<file path="src/epl_defines.vh">
/*
 * Constants of the port configuration loader: source word addresses,
 * bit positions inside a source word, register offsets and reset values.
 * Assumes inclusion by bare name from the loader module.
 */
`ifndef EPL_DEFINES_VH
`define EPL_DEFINES_VH

// Source word addresses
`define EPL_W_P3_CAP      8'h56
`define EPL_W_P3_DATA     8'h57
`define EPL_W_P4_CAP      8'h58
`define EPL_W_P4_DATA     8'h59
`define EPL_W_P5_CAP      8'h5A
`define EPL_W_P5_DATA     8'h5B
`define EPL_W_P0_SLOT     8'h60
`define EPL_W_P1_SLOT     8'h62

// Power-management word layout
`define EPL_B_NSR         0
`define EPL_B_AUX_LO      1
`define EPL_B_AUX_HI      3
`define EPL_B_D1          4
`define EPL_B_D2          5
`define EPL_B_PME_LO      6
`define EPL_B_PME_HI      7
`define EPL_B_DATA_LO     8
`define EPL_B_DATA_HI     15

// Slot / capability word layout
`define EPL_B_SLOT_IMPL   0
`define EPL_B_SLOT_CLK    1
`define EPL_B_DSI         2
`define EPL_B_LPVC        3
`define EPL_B_PNUM_LO     4
`define EPL_B_PNUM_HI     6
`define EPL_B_VC0_LO      9
`define EPL_B_VC0_HI      15

// Load sequence
`define EPL_NUM_WORDS     4'h8
`define EPL_LAST_IDX      3'h7

// APB register offsets
`define EPL_REG_CTRL      12'h000
`define EPL_REG_STATUS    12'h004
`define EPL_REG_LASTWORD  12'h008

// Register bits
`define EPL_CTRL_RELOAD   0
`define EPL_CTRL_AUTO     1
`define EPL_ST_DONE       0
`define EPL_ST_BUSY       1
`define EPL_ST_ERR        2

// Reset values
`define EPL_CTRL_RESET    2'h2

`endif

</file>
<file path="src/epl_loader.v">
/*
 * Port configuration loader: reads eight preload words from the serial
 * configuration store and drives the mapped per-port configuration fields.
 * Assumes a word reader on mclk (request/valid handshake) and an APB master.
 */
//
// Contract
// - Port 3 no-soft-reset bit comes from bit 0 of word 56h.
// - Port 3 power-management capability fields come from word 56h bits 7:1.
// - Word bits 3:1 fill the auxiliary-current field.
// - Word bit 4 reports D1 power-state support.
// - Word bit 5 reports D2 power-state support.
// - Word bits 7:6 advertise PME support from D2 and D1.
// - Data word bits 15:8 become the read-only PM data byte.
// - PM data bytes come from words 57h, 59h and 5Bh for ports 3-5.
// - Port 4 capability bits come from word 58h, same layout.
// - Port 5 capability bits come from word 5Ah, same layout.
// - Port 0 slot clock comes from word 60h bit 1.
// - Word bit 2 sets device-specific initialization required.
// - Word bit 3 counts VC1 as low-priority virtual channel.
// - Word bits 6:4 give the logical port number.
// - Word bits 15:9 map traffic classes 7:1 onto VC0.
// - Port 1 slot-implemented comes from word 62h bit 0.
// - Port 1 capability fields come from word 62h, port 0 positions.
// - Port 0 has no slot-implemented bit; word 60h bit 0 unused.
`timescale 1ns/1ps
`include "epl_defines.vh"

module epl_loader (
    input  wire        mclk,
    input  wire        rst,
    input  wire        ce,
    // Preload word reader
    output reg         ee_req,
    output reg  [7:0]  ee_addr,
    input  wire        ee_valid,
    input  wire        ee_err,
    input  wire [15:0] ee_data,
    // APB slave
    input  wire        psel,
    input  wire        penable,
    input  wire        pwrite,
    input  wire [11:0] paddr,
    input  wire [31:0] pwdata,
    output reg         pready,
    output reg  [31:0] prdata,
    output reg         pslverr,
    // Configuration access gate
    output reg         cfg_ready,
    // Ports 3..5, index 0 is port 3
    output reg  [2:0]  pm_no_soft_reset,
    output reg  [8:0]  pm_aux_current,
    output reg  [2:0]  pm_d1_support,
    output reg  [2:0]  pm_d2_support,
    output reg  [5:0]  pm_pme_support,
    output reg  [23:0] pm_data,
    // Ports 0..1, index 0 is port 0
    output reg  [1:0]  pc_slot_clock,
    output reg  [1:0]  pc_dsi,
    output reg  [1:0]  pc_lpvc,
    output reg  [5:0]  pc_port_num,
    output reg  [13:0] pc_vc0_map,
    output reg         pc1_slot_impl
);

    localparam ST_IDLE = 2'b00;
    localparam ST_REQ  = 2'b01;
    localparam ST_WAIT = 2'b10;
    localparam ST_DONE = 2'b11;

    reg [1:0]  state;
    reg [2:0]  idx;
    reg        auto_load;
    reg        reload_req;
    reg        load_err;
    reg        boot;
    reg [15:0] last_word;

    // Fixed order of source words
    function [7:0] word_addr;
        input [2:0] i;
        begin
            case (i)
                3'h0:    word_addr = `EPL_W_P3_CAP;
                3'h1:    word_addr = `EPL_W_P3_DATA;
                3'h2:    word_addr = `EPL_W_P4_CAP;
                3'h3:    word_addr = `EPL_W_P4_DATA;
                3'h4:    word_addr = `EPL_W_P5_CAP;
                3'h5:    word_addr = `EPL_W_P5_DATA;
                3'h6:    word_addr = `EPL_W_P0_SLOT;
                default: word_addr = `EPL_W_P1_SLOT;
            endcase
        end
    endfunction

    wire apb_setup = psel & ~penable;
    wire apb_acc   = psel & penable & ~pready;
    wire apb_wr    = apb_acc & pwrite;
    wire map_hit   = (paddr == `EPL_REG_CTRL) | (paddr == `EPL_REG_STATUS) |
                     (paddr == `EPL_REG_LASTWORD);
    wire reload_wr = apb_wr & (paddr == `EPL_REG_CTRL) & pwdata[`EPL_CTRL_RELOAD];
    wire word_in   = (state == ST_WAIT) & ee_valid;

    // Load sequencer
    always @(posedge mclk or posedge rst) begin
        if (rst) begin
            state      <= ST_IDLE;
            idx        <= 3'h0;
            ee_req     <= 1'b0;
            ee_addr    <= 8'h00;
            cfg_ready  <= 1'b0;
            boot       <= 1'b1;
            reload_req <= 1'b0;
            load_err   <= 1'b0;
            last_word  <= 16'h0000;
        end else if (ce) begin
            // A reload asked for mid-load is kept for after it
            if (reload_wr)
                reload_req <= 1'b1;
            case (state)
                ST_IDLE: begin
                    if (boot | reload_req | reload_wr) begin
                        boot       <= 1'b0;
                        reload_req <= 1'b0;
                        load_err   <= 1'b0;
                        cfg_ready  <= 1'b0;
                        idx        <= 3'h0;
                        state      <= ST_REQ;
                    end
                end
                ST_REQ: begin
                    ee_req  <= 1'b1;
                    ee_addr <= word_addr(idx);
                    state   <= ST_WAIT;
                end
                ST_WAIT: begin
                    if (ee_valid) begin
                        ee_req    <= 1'b0;
                        last_word <= ee_data;
                        if (ee_err)
                            load_err <= 1'b1;
                        if (idx == `EPL_LAST_IDX) begin
                            state <= ST_DONE;
                        end else begin
                            idx   <= idx + 3'h1;
                            state <= ST_REQ;
                        end
                    end
                end
                ST_DONE: begin
                    // Gate opens only after the last field has landed
                    cfg_ready <= 1'b1;
                    state     <= ST_IDLE;
                end
                default: state <= ST_IDLE;
            endcase
        end
    end

    // Field capture, one word per handshake
    always @(posedge mclk or posedge rst) begin
        if (rst) begin
            pm_no_soft_reset <= 3'h0;
            pm_aux_current   <= 9'h000;
            pm_d1_support    <= 3'h0;
            pm_d2_support    <= 3'h0;
            pm_pme_support   <= 6'h00;
            pm_data          <= 24'h00_0000;
            pc_slot_clock    <= 2'h0;
            pc_dsi           <= 2'h0;
            pc_lpvc          <= 2'h0;
            pc_port_num      <= 6'h00;
            pc_vc0_map       <= 14'h0000;
            pc1_slot_impl    <= 1'b0;
        end else if (ce & word_in & ~ee_err) begin
            // Corrupt words keep the previous field values
            case (idx)
                3'h0, 3'h2, 3'h4: begin
                    pm_no_soft_reset[idx[2:1]] <= ee_data[`EPL_B_NSR];
                    pm_aux_current[idx[2:1]*3 +: 3] <=
                        ee_data[`EPL_B_AUX_HI:`EPL_B_AUX_LO];
                    pm_d1_support[idx[2:1]] <= ee_data[`EPL_B_D1];
                    pm_d2_support[idx[2:1]] <= ee_data[`EPL_B_D2];
                    pm_pme_support[idx[2:1]*2 +: 2] <=
                        ee_data[`EPL_B_PME_HI:`EPL_B_PME_LO];
                end
                3'h1, 3'h3, 3'h5: begin
                    pm_data[idx[2:1]*8 +: 8] <=
                        ee_data[`EPL_B_DATA_HI:`EPL_B_DATA_LO];
                end
                3'h6, 3'h7: begin
                    pc_slot_clock[idx[0]] <= ee_data[`EPL_B_SLOT_CLK];
                    pc_dsi[idx[0]]        <= ee_data[`EPL_B_DSI];
                    pc_lpvc[idx[0]]       <= ee_data[`EPL_B_LPVC];
                    pc_port_num[idx[0]*3 +: 3] <=
                        ee_data[`EPL_B_PNUM_HI:`EPL_B_PNUM_LO];
                    pc_vc0_map[idx[0]*7 +: 7] <=
                        ee_data[`EPL_B_VC0_HI:`EPL_B_VC0_LO];
                    // Port 0 word carries no slot-implemented bit
                    if (idx[0])
                        pc1_slot_impl <= ee_data[`EPL_B_SLOT_IMPL];
                end
                default: pc1_slot_impl <= pc1_slot_impl;
            endcase
        end
    end

    // APB slave: answers in the second access cycle
    always @(posedge mclk or posedge rst) begin
        if (rst) begin
            pready    <= 1'b0;
            prdata    <= 32'h0000_0000;
            pslverr   <= 1'b0;
            auto_load <= 1'b1;
        end else if (ce) begin
            pready  <= apb_acc;
            pslverr <= apb_acc & ~map_hit;
            if (apb_wr & (paddr == `EPL_REG_CTRL))
                auto_load <= pwdata[`EPL_CTRL_AUTO];
            if (apb_acc & ~pwrite) begin
                case (paddr)
                    `EPL_REG_CTRL:
                        prdata <= {30'h0, auto_load, 1'b0};
                    `EPL_REG_STATUS:
                        prdata <= {21'h0, idx, 5'h00, load_err,
                                   (state != ST_IDLE), cfg_ready};
                    `EPL_REG_LASTWORD:
                        prdata <= {16'h0000, last_word};
                    default:
                        prdata <= 32'h0000_0000;
                endcase
            end else if (apb_setup) begin
                prdata <= 32'h0000_0000;
            end
        end
    end

endmodule // epl_loader

</file>
<file path="config.mk">
export PLATFORM = sky130hd
export DESIGN_NAME = epl_loader
export DESIGN_NICKNAME = d
export VERILOG_FILES = /design/src/epl_loader.v
export VERILOG_INCLUDE_DIRS = /design/src
export SDC_FILE = /design/constraint.sdc
export NUM_CORES = 1
export LEC_CHECK = 0
export ABC_AREA = 1
export BUFFER_PORTS_ARGS = -buffer_cell sky130_fd_sc_hd__buf_2
export CAP_MARGIN = 30
export CORE_MARGIN = 1
export CORE_UTILIZATION = 46
export CTS_CLUSTER_DIAMETER = 40
export DETAILED_ROUTE_END_ITERATION = 12
export PLACE_DENSITY = 0.83
export SLEW_MARGIN = 25
export SYNTH_ARGS = -nofsm -noshare
export SYNTH_HDL_FRONTEND = slang
export SYNTH_SLANG_ARGS = --single-unit
export TNS_END_PERCENT = 1
</file>
<file path="constraint.sdc">
create_clock -name mclk -period 4.3 [get_ports mclk]
set_input_delay 0.86 -clock mclk [delete_from_list [all_inputs] [get_ports mclk]]
set_output_delay 0.86 -clock mclk [all_outputs]
set_load 0.02 [all_outputs]
</file>
==> summary by stage, run 1 <==
Status
The flow ran to the end, and the final reports show no timing, DRC or antenna violations.

Worst setup path
STA puts the critical path data required time at 4.60 ns. STA classifies the critical path endpoint as a flop. The launching element type of the critical path is a flop. Across all register-to-register paths, the minimum setup slack is 1.85 ns.

The critical-path cell with the highest stage delay is sky130_fd_sc_hd__dfrtp_1. The critical path is of the reg2reg type. In this run the worst path has a maximum fanout of 32. The end of the worst register-to-register path is pm_no_soft_reset[2]$_DFFE_PP0P_. Data on the critical path arrives at its endpoint at 2.76 ns. Walking the worst path, the cells encountered are nor2_4, nand3_2, nor2_4, o21ai_4, nor2_2, nand2_1, o21a_1. The number of cells on the worst reg-to-reg path is 7.

In this design, the critical path's most frequently occurring cell is sky130_fd_sc_hd__nor2_4. The start of the worst register-to-register path is state[0]$_DFFE_PP0P_. On the worst path, the slowest cell contributes a delay of 0.48 ns.

Clock network
The clock passes through at most 2 buffers. For the worst-skew pair, the clock arrives at the later sink with an insertion delay of roughly 0.42 ns. In this run the number of H-tree levels came out at 4. The clock root buffer master is sky130_fd_sc_hd__clkbuf_16. Buffers added to address setup during post-CTS repair amount to 0. Counting the buffers created by CTS gives 17. The post-cts repair resize count is 0. The clock transition at the register clock pins on the worst setup and hold paths after CTS is 0.06 ns.

The clock drives approximately 130 sinks. TritonCTS built the clock tree. For this design, the CTS-stage hold fixing added 0 buffers.

STA
Clock skew on the completed layout was measured at 0.007510 ns. The setup-violating endpoint count in the final report is 0. The final worst-path cycle share is 0.5702. The number of failing hold endpoints at the final stage is 0.

The worst max-slew margin expressed relative to the limit is 0.4446. The final period demand of the worst path is 2.452 ns. Setup total negative slack on the finished layout was measured at 0 ns. The actual transition at the worst max-transition pin is approximately 0.83 ns.

Setup repair after global routing left no endpoint under its margin. Based on the critical path, the design can be clocked at up to slightly above 400 MHz. The final max-slew violation count is 0. The final critical-path setup slack is 1.848 ns. The worst hold slack is around 0.37 ns.

Detailed routing
The iteration-0 DRC count of the detailed router is between 300 and 400. The detailed-route DRC error count is 0. The final route contains 4834 vias. In this run the remaining antenna-violating nets after routing total 0. The mean number of vias per cell is 5.176.

After detailed routing, the average wire length per cell comes to approximately 15 um. The first detailed-routing pass took 5 iterations. The post-detailed-routing wire length is approximately 14000 um.

Place
Routability-driven placement finished with a final weighted congestion of between 0.8 and 0.9. Summed over all nets, the half-perimeter wirelength after detailed placement is between 9000 and 10000 um. The worst setup slack after placement is around 1.4 ns. Input and output buffers added on the ports amount to 139.

Finish
The count of antenna diodes in the layout is 0. Summing all flip-flop and latch instances after layout gives between 0.003 and 0.004 mm^2. The number of nets at the end of the flow is roughly 860. The area growth from synthesis to layout is 24.76%. The multi-input logic area is approximately 0.0022 mm^2. Counting the fill cells in the layout gives approximately 1000. Once layout is complete, the utilization of the core stands at 0.5909. In the final layout, the share of cells above drive strength 1 is 0.2516.

Pwr
Of the total power, combinational logic draws 0.193. The static power due to leakage is slightly below 4 nW. The fraction of power spent switching nets is 0.3027. The clock power share is 0.407. The total internal power is about 0.0026 W.

The power density relative to cell area is 528.8 mW/mm^2. The share of total power dissipated in sequential elements is 0.400. IR analysis of the VDD net gives a maximum drop of 0.2990 mV. The reported net switching power is about 0.0011 W.

Synthesis
After synthesis the netlist holds a flip-flop and latch count of 127. Of the total synthesized cell area, the portion taken by AND, OR, NAND and NOR gates is 0.2230. Of the post-synthesis cell area, the part taken by muxes is 0.001979. The part of the Yosys area used for sequential elements is 0.5590. The Yosys warning count is 0. The share of the synthesized area in compound gates (AO/OA/AOI/OAI) is 0.1190. Of the post-synthesis cell area, the dominant cell type holds 0.5498.

The biggest area contributor in the post-synthesis netlist is sky130_fd_sc_hd__dfrtp_1. The gate count of the mapped netlist is around 640. The mapped netlist covers about 0.0057 mm^2. After synthesis, the netlist uses 32 different library cells. After synthesis, the cell types taking the most area are sky130_fd_sc_hd__dfrtp_1 55%, sky130_fd_sc_hd__nand2_1 11%, sky130_fd_sc_hd__o21ai_0 8.3%. Of the total synthesized cell area, the portion taken by full adders, half adders and majority gates is 0.02639. After synthesis, the largest family of logic cells by area is simple AND/OR/NAND/NOR gates. The synthesized area divided by synthesized cell count is approximately 9 um^2.

Of the total synthesized cell area, the portion taken by XOR and XNOR cells is 0.

Global routing
The number of global-route vias before repair is between 4000 and 5000. Across every metal layer, demand over resource in global routing totals 0.2317. Entering global routing, the biggest net connects 73 pins. The number of antenna violations at the first check in global routing came to 0. Global routing finished with a remaining overflow of 0. The first global-routing pass estimated between 20000 and 25000 um of wire.

Floorplanning
The vertical die dimension is 113.2 um. The row count is 40. The effective utilization at floorplan is 0.4736. The floorplan die area is about 0.013 mm^2.

The area of the core region is 0.01201 mm^2. The die width is around 110 um. The boundary pin count is 187.

Hold path
The path class of the tightest hold or removal check is in2async.

Flow run
The tool flagged a number of max-cap violations equal to 0.
[state kept, by name, indices dropped and copies added (netlist names), 2 cells and up]
| register | cells |
|---|---|
| pm_d1_support | 3 |
| idx | 3 |
| pm_aux_current | 9 |
| pc_slot_clock | 2 |
| ee_addr | 7 |
| pc_port_num | 6 |
| pm_pme_support | 6 |
| pm_d2_support | 3 |
| pc_lpvc | 2 |
| prdata | 16 |
| pm_data | 24 |
| pm_no_soft_reset | 3 |
| pc_dsi | 2 |
| state | 2 |
| last_word | 16 |
| pc_vc0_map | 14 |
[power groups by stage]
| stage | combinational, W | sequential [W] | clock [W] |
|---|---|---|---|
| after global routing | 0.000815 | 0.00153 | 0.00160 |
| after global placement | 0.000697 | 0.00152 | 0 |
| after CTS | 0.000720 | 0.00150 | 0.00154 |
| final | 0.000724 | 0.00150 | 0.00153 |
| after detailed placement | 0.000717 | 0.00152 | 0 |
| after floorplan | 0.000402 | 0.00160 | 0 |
[layer usage]
metal / share of wire / up-vias / GRT usage
met5: 0 / - / 0
met4: 0.029 / 0 / 0.1123
met3: 0.055 / 30 / 0.05570
met2: 0.47 / 152 / 0.3517
met1: 0.45 / 2303 / 0.3134
li1: - / 2349 / -
[synthesized netlist by cell type]
cell and n:
sky130_fd_sc_hd__buf_6 1, sky130_fd_sc_hd__ha_1 12, sky130_fd_sc_hd__o21ai_0 94, sky130_fd_sc_hd__buf_4 17, sky130_fd_sc_hd__conb_1 1, sky130_fd_sc_hd__a31oi_1 1
sky130_fd_sc_hd__nand2_2 1, sky130_fd_sc_hd__nand4_1 25, sky130_fd_sc_hd__buf_2 6, sky130_fd_sc_hd__o21ai_1 12, sky130_fd_sc_hd__nand3_2 4, sky130_fd_sc_hd__nand2_1 170
sky130_fd_sc_hd__nor2_4 5, sky130_fd_sc_hd__inv_1 42, sky130_fd_sc_hd__o211ai_1 1, sky130_fd_sc_hd__o21a_1 10, sky130_fd_sc_hd__nand3b_1 1, sky130_fd_sc_hd__clkbuf_1 16
sky130_fd_sc_hd__or2_2 1, sky130_fd_sc_hd__nor2_1 32, sky130_fd_sc_hd__mux2_2 1, sky130_fd_sc_hd__a21boi_0 2, sky130_fd_sc_hd__nor2_2 5, sky130_fd_sc_hd__and2_1 1
sky130_fd_sc_hd__dfrtp_1 125, sky130_fd_sc_hd__o21ai_2 2, sky130_fd_sc_hd__nand3_1 36, sky130_fd_sc_hd__a21oi_1 5, sky130_fd_sc_hd__nor3_1 2, sky130_fd_sc_hd__dfstp_2 2
sky130_fd_sc_hd__inv_2 3, sky130_fd_sc_hd__nor3_2 1
[critical path: cells and delay by family (launching register included)]
| family | cells | cell delay [ns] |
|---|---|---|
| flops | 1 | 0.48 |
| compound gates | 2 | 0.37 |
| simple gates | 5 | 1.48 |
[kinds of logic after synthesis]
kind of cell,count (synthesis)
compound gates,127
fa+ha+maj,12
buf+inv,85
flops,127
mux,1
other cells,1
simple gates,284
[area by class of cell]
| type | instances | share of cell area |
|---|---|---|
| Sequential cell | 127 | 0.4481 |
| Timing Repair Buffer | 143 | 0.1051 |
| Clock inverter | 9 | 0.02203 |
| Inverter | 45 | 0.02415 |
| Clock buffer | 22 | 0.06681 |
| Tap cell | 147 | 0.02591 |
| Multi-Input combinational cell | 441 | 0.3080 |
[worst max path at each step]
stage / cells after the start / start / end / slack [ns]
floorplan: 1 / rst / cfg_ready$_DFFE_PP0P_ / 0.06
global placement: 7 / ce / pm_d1_support[2]$_DFFE_PP0P_ / 1.44
detailed placement: 7 / ce / pm_no_soft_reset[2]$_DFFE_PP0P_ / 1.40
CTS: 7 / state[0]$_DFFE_PP0P_ / pm_no_soft_reset[2]$_DFFE_PP0P_ / 1.78
global route: 5 / state[0]$_DFFE_PP0P_ / pc_vc0_map[8]$_DFFE_PP0P_ / 1.61
finish: 7 / state[0]$_DFFE_PP0P_ / pm_no_soft_reset[2]$_DFFE_PP0P_ / 1.85
[metrics by stage]
| step | cells | power (W) | instance area [um^2] |
|---|---|---|---|
| after global routing | 934 | 0.003936 | 7098 |
| after global placement | 902 | 0.002215 | 6425 |
| final | 934 | 0.003753 | 7098 |
| after detailed placement | 902 | 0.002237 | 6425 |
| after floorplan | 653 | 0.002002 | 5749 |
| after CTS | 933 | 0.003763 | 7056 |
[cell usage in the layout, fill, tap and decap left out, types with 3 or more instances in the layout]
master                       instances
sky130_fd_sc_hd__clkbuf_16          17
sky130_fd_sc_hd__nor2_4              5
sky130_fd_sc_hd__nor2_1             32
sky130_fd_sc_hd__bufinv_16           4
sky130_fd_sc_hd__nand3_2             4
sky130_fd_sc_hd__ha_1               12
sky130_fd_sc_hd__dfrtp_1           125
sky130_fd_sc_hd__nand3_1            36
sky130_fd_sc_hd__buf_2             139
sky130_fd_sc_hd__nor2_2              5
sky130_fd_sc_hd__o21ai_0            94
sky130_fd_sc_hd__nand4_1            25
sky130_fd_sc_hd__a21oi_1             5
sky130_fd_sc_hd__inv_2               3
sky130_fd_sc_hd__clkinvlp_4          3
sky130_fd_sc_hd__o21a_1             10
sky130_fd_sc_hd__inv_1              41
sky130_fd_sc_hd__conb_1             17
sky130_fd_sc_hd__buf_4               3
sky130_fd_sc_hd__nand2_1           170
sky130_fd_sc_hd__o21ai_1            12
sky130_fd_sc_hd__clkbuf_8            3
Note: power is estimated with default switching activity, not from simulation.
==> run 2: changes to the inputs <==
--- a/config.mk
+++ b/config.mk
@@ -10,10 +10,10 @@
 export BUFFER_PORTS_ARGS = -buffer_cell sky130_fd_sc_hd__buf_2
 export CAP_MARGIN = 30
 export CORE_MARGIN = 1
-export CORE_UTILIZATION = 46
+export CORE_UTILIZATION = 51
 export CTS_CLUSTER_DIAMETER = 40
 export DETAILED_ROUTE_END_ITERATION = 12
-export PLACE_DENSITY = 0.83
+export PLACE_DENSITY = 0.86
 export SLEW_MARGIN = 25
 export SYNTH_ARGS = -nofsm -noshare
 export SYNTH_HDL_FRONTEND = slang
==> constraint.sdc (replaced) <==
create_clock -name mclk -period 2.5 [get_ports mclk]
set_input_delay 0.5 -clock mclk [delete_from_list [all_inputs] [get_ports mclk]]
set_output_delay 0.5 -clock mclk [all_outputs]
set_load 0.02 [all_outputs]
==> summary by stage, run 2 (synthesis results as in run 1) <==
Clock network
The post-cts hold buffer count came to 0 (unchanged). The H-tree level count came to 4 (unchanged). The CTS buffer count was 17 (unchanged). The CTS tree is yes (unchanged).

The clock net sink count is 127 (unchanged). The buffer count from post-CTS setup fixing is 0 (unchanged). The clock transition at the register clock pins on the worst setup and hold paths after CTS was 0.06 ns (about the same).

The later-pin clock latency in the skew report was 0.51 ns (was 0.42 ns). The clock root buffer master is sky130_fd_sc_hd__clkbuf_8 (was sky130_fd_sc_hd__clkbuf_16). The post-cts repair resize count came to 0 (unchanged). The number of buffers between clock root and the deepest sink is 2 (unchanged).

Flow run
The total of max-cap violations came to 0 (unchanged).

STA
The final period demand of the worst path is 2.127 ns (was 2.452 ns). The clock tree skew after final layout is 0.004563 ns (was 0.007510 ns). The setup TNS after final layout came to 0 ns (unchanged).

The worst max-slew margin expressed relative to the limit is 0.5311 (was 0.4446). The final max-slew violation count is 0 (unchanged). The setup-violating endpoint count in the final report is 0 (unchanged).

The number of failing hold endpoints at the final stage is 0 (unchanged). RSZ-0062 raised after global routing: no (unchanged). The actual transition at the worst max-transition pin was 0.6987 ns (was 0.8301 ns). The highest clock frequency the design can meet is 470.2 MHz (was 407.8 MHz). The final worst-path cycle share is 0.8508 (was 0.5702).

Worst setup path
The critical-path cell with the highest stage delay was sky130_fd_sc_hd__dfrtp_1 (unchanged). Ordered cell list for the critical path: ha_1, ha_1, inv_1, nand2_1, nand3_2, o21ai_0 (was nor2_4, nand3_2, nor2_4, o21ai_4, nor2_2, nand2_1, o21a_1). The critical path endpoint category is a flop (unchanged).

The required time of the critical path came to 2.90 ns (was 4.60 ns). The launching element type of the critical path is a flop (unchanged). The library cell appearing most often on the critical path was sky130_fd_sc_hd__ha_1 (was sky130_fd_sc_hd__nor2_4). The delay of the slowest cell on the worst path was 0.56 ns (was 0.48 ns). The worst endpoint data arrival time is 2.53 ns (was 2.76 ns). The kind of critical path is reg2reg (unchanged). The maximum fanout encountered on the critical timing path came to 28 (was 32).

Detailed routing
The total via count after detailed routing is 4855 (was 4834). The post-detailed-routing wire length is 13720 um (was 14000 um). The wire length per cell is 14.64 um (was 14.99 um). The number of nets with antenna violations after routing is 0 (unchanged).

The iteration-0 DRC count of the detailed router is 311 (was 303). The detailed-route DRC error count is 0 (unchanged). The number of detailed-routing iterations run before antenna repair is 5 (unchanged). The mean number of vias per cell came to 5.181 (was 5.176).

Status
Result of the run: completed (unchanged).

Global routing
The wire length of the first global-routing pass is 22370 um (was 22910 um). The global-route usage over all layers came to 0.2533 (was 0.2317). The overall overflow remaining after global route is 0 (unchanged).

The number of global-route vias before repair is 4516 (was 4567). The pin count of the biggest net entering global routing came to 33 (was 73). The number of antenna violations at the first check in global routing was 0 (unchanged).

Finish
Most frequent cells in the layout: 170 x sky130_fd_sc_hd__nand2_1, 139 x sky130_fd_sc_hd__buf_2, 125 x sky130_fd_sc_hd__dfrtp_1 (unchanged). The proportion of layout cells with a drive suffix above 1 is 0.2610 (was 0.2516). The area growth from synthesis to layout came to 25.93% (was 24.76%).

The number of nets at the end of the flow is 864 (was 855). The flip-flop count of the largest register, all copies and words added came to 24 (unchanged). The register name with the most flops is pm_data (unchanged). The final design instance area without fill came to 0.007164 mm^2 (was 0.007098 mm^2). The count of antenna diodes in the layout was 0 (unchanged).

The leading cell type in the layout, fill and taps excluded is sky130_fd_sc_hd__nand2_1 (unchanged). Largest registers: pm_data (24), last_word (16), prdata (16) (unchanged).

Hold path
The classification of the worst-slack hold path is in2async (unchanged).

Floorplanning
The die width is 107.6 um (was 113.2 um). The vertical die dimension was 107.6 um (was 113.2 um). The area of the core region is 0.01084 mm^2 (was 0.01201 mm^2). The boundary pin count came to 187 (unchanged). The effective utilization at floorplan is 0.5248 (was 0.4736).

The row count is 38 (was 40). The floorplan die area is 0.01158 mm^2 (was 0.01282 mm^2).

Pwr
The maximum vdd drop is 0.4908 mV (was 0.2990 mV). The power density relative to cell area is 898.0 mW/mm^2 (was 528.8 mW/mm^2). The static power due to leakage is 3.916 nW (was 3.867 nW).

Place
The HPWL reported at the end of detailed placement is 9724 um (was 9780 um). The count of input and output buffers came to 139 (unchanged). The standard cell area after detailed placement came to 0.006543 mm^2 (was 0.006425 mm^2). The routability congestion estimate from global placement is 0.8511 (was 0.8528).
-- run 2: path summary, 6_finish.rpt --
path	from	endpoint	slack, ns	cells after the start
min in group mclk	pwdata[1]	auto_load$_DFFE_PP1P_	0.22	3
worst min-delay path	rst	ee_addr[0]$_DFFE_PP0P_	0.09	2
worst max register to register	idx[1]$_DFFE_PP0P_	pc_vc0_map[9]$_DFFE_PP0P_	0.37	6
worst min register to register	ee_addr[6]$_DFFE_PP0P_	ee_addr[6]$_DFFE_PP0P_	0.46	1
worst max-delay path	idx[1]$_DFFE_PP0P_	pc_vc0_map[9]$_DFFE_PP0P_	0.37	6
max in group asynchronous	rst	boot$_DFFE_PP1P_	1.80	3
-- run 2: area by class of cell --
cell class / count / area, um^2
fillers: 883 / 3676
flip-flops and latches: 127 / 3181
multi-input cells: 441 / 2171
repair buffers: 152 / 843.3
clock buffers: 22 / 462.9
well taps: 140 / 175.2
inverters: 45 / 172.7
clock inverters: 10 / 158.9
-- run 2: where the power goes --
| group | internal, W | switching [W] |
|---|---|---|
| Sequential | 0.00237 | 0.000222 |
| Combinational | 0.000405 | 0.000864 |
| Clock | 0.00170 | 0.000876 |
| Total | 0.00447 | 0.00196 |
-- run 2: critical path, delay by kind of cell (launching register included) --
kind	cells	cell delay, ns
adders and majority gates	2	0.49
buffers and inverters	1	0.05
and+or+nand+nor	2	0.55
AOI/OAI and AO/OA	1	0.36
DFF	1	0.56
-- run 2: per-stage QoR --
step                      setup WS (ns)  hold WS, ns  utilization  instances  power (W)
after floorplan                  0.4344       0.4425            -        653   0.003443
after global placement           0.4841       0.4469       0.6035        905   0.003833
after global routing             0.1734       0.1043       0.6609        937   0.006723
final                            0.3731      0.08508       0.6609        937   0.006433
after CTS                        0.3762      0.09319       0.6609        937   0.006453
after detailed placement         0.4335       0.4519       0.6035        905   0.003872
-- run 2: metal layers --
layer	track usage	wire (um)	part of all wire	vias to the layer above
met5	0	0	0	-
met4	0.09393	313	0.023	0
met3	0.06356	837	0.061	27
met2	0.3947	6450	0.47	170
met1	0.3428	6119	0.45	2287
li1	-	-	-	2371
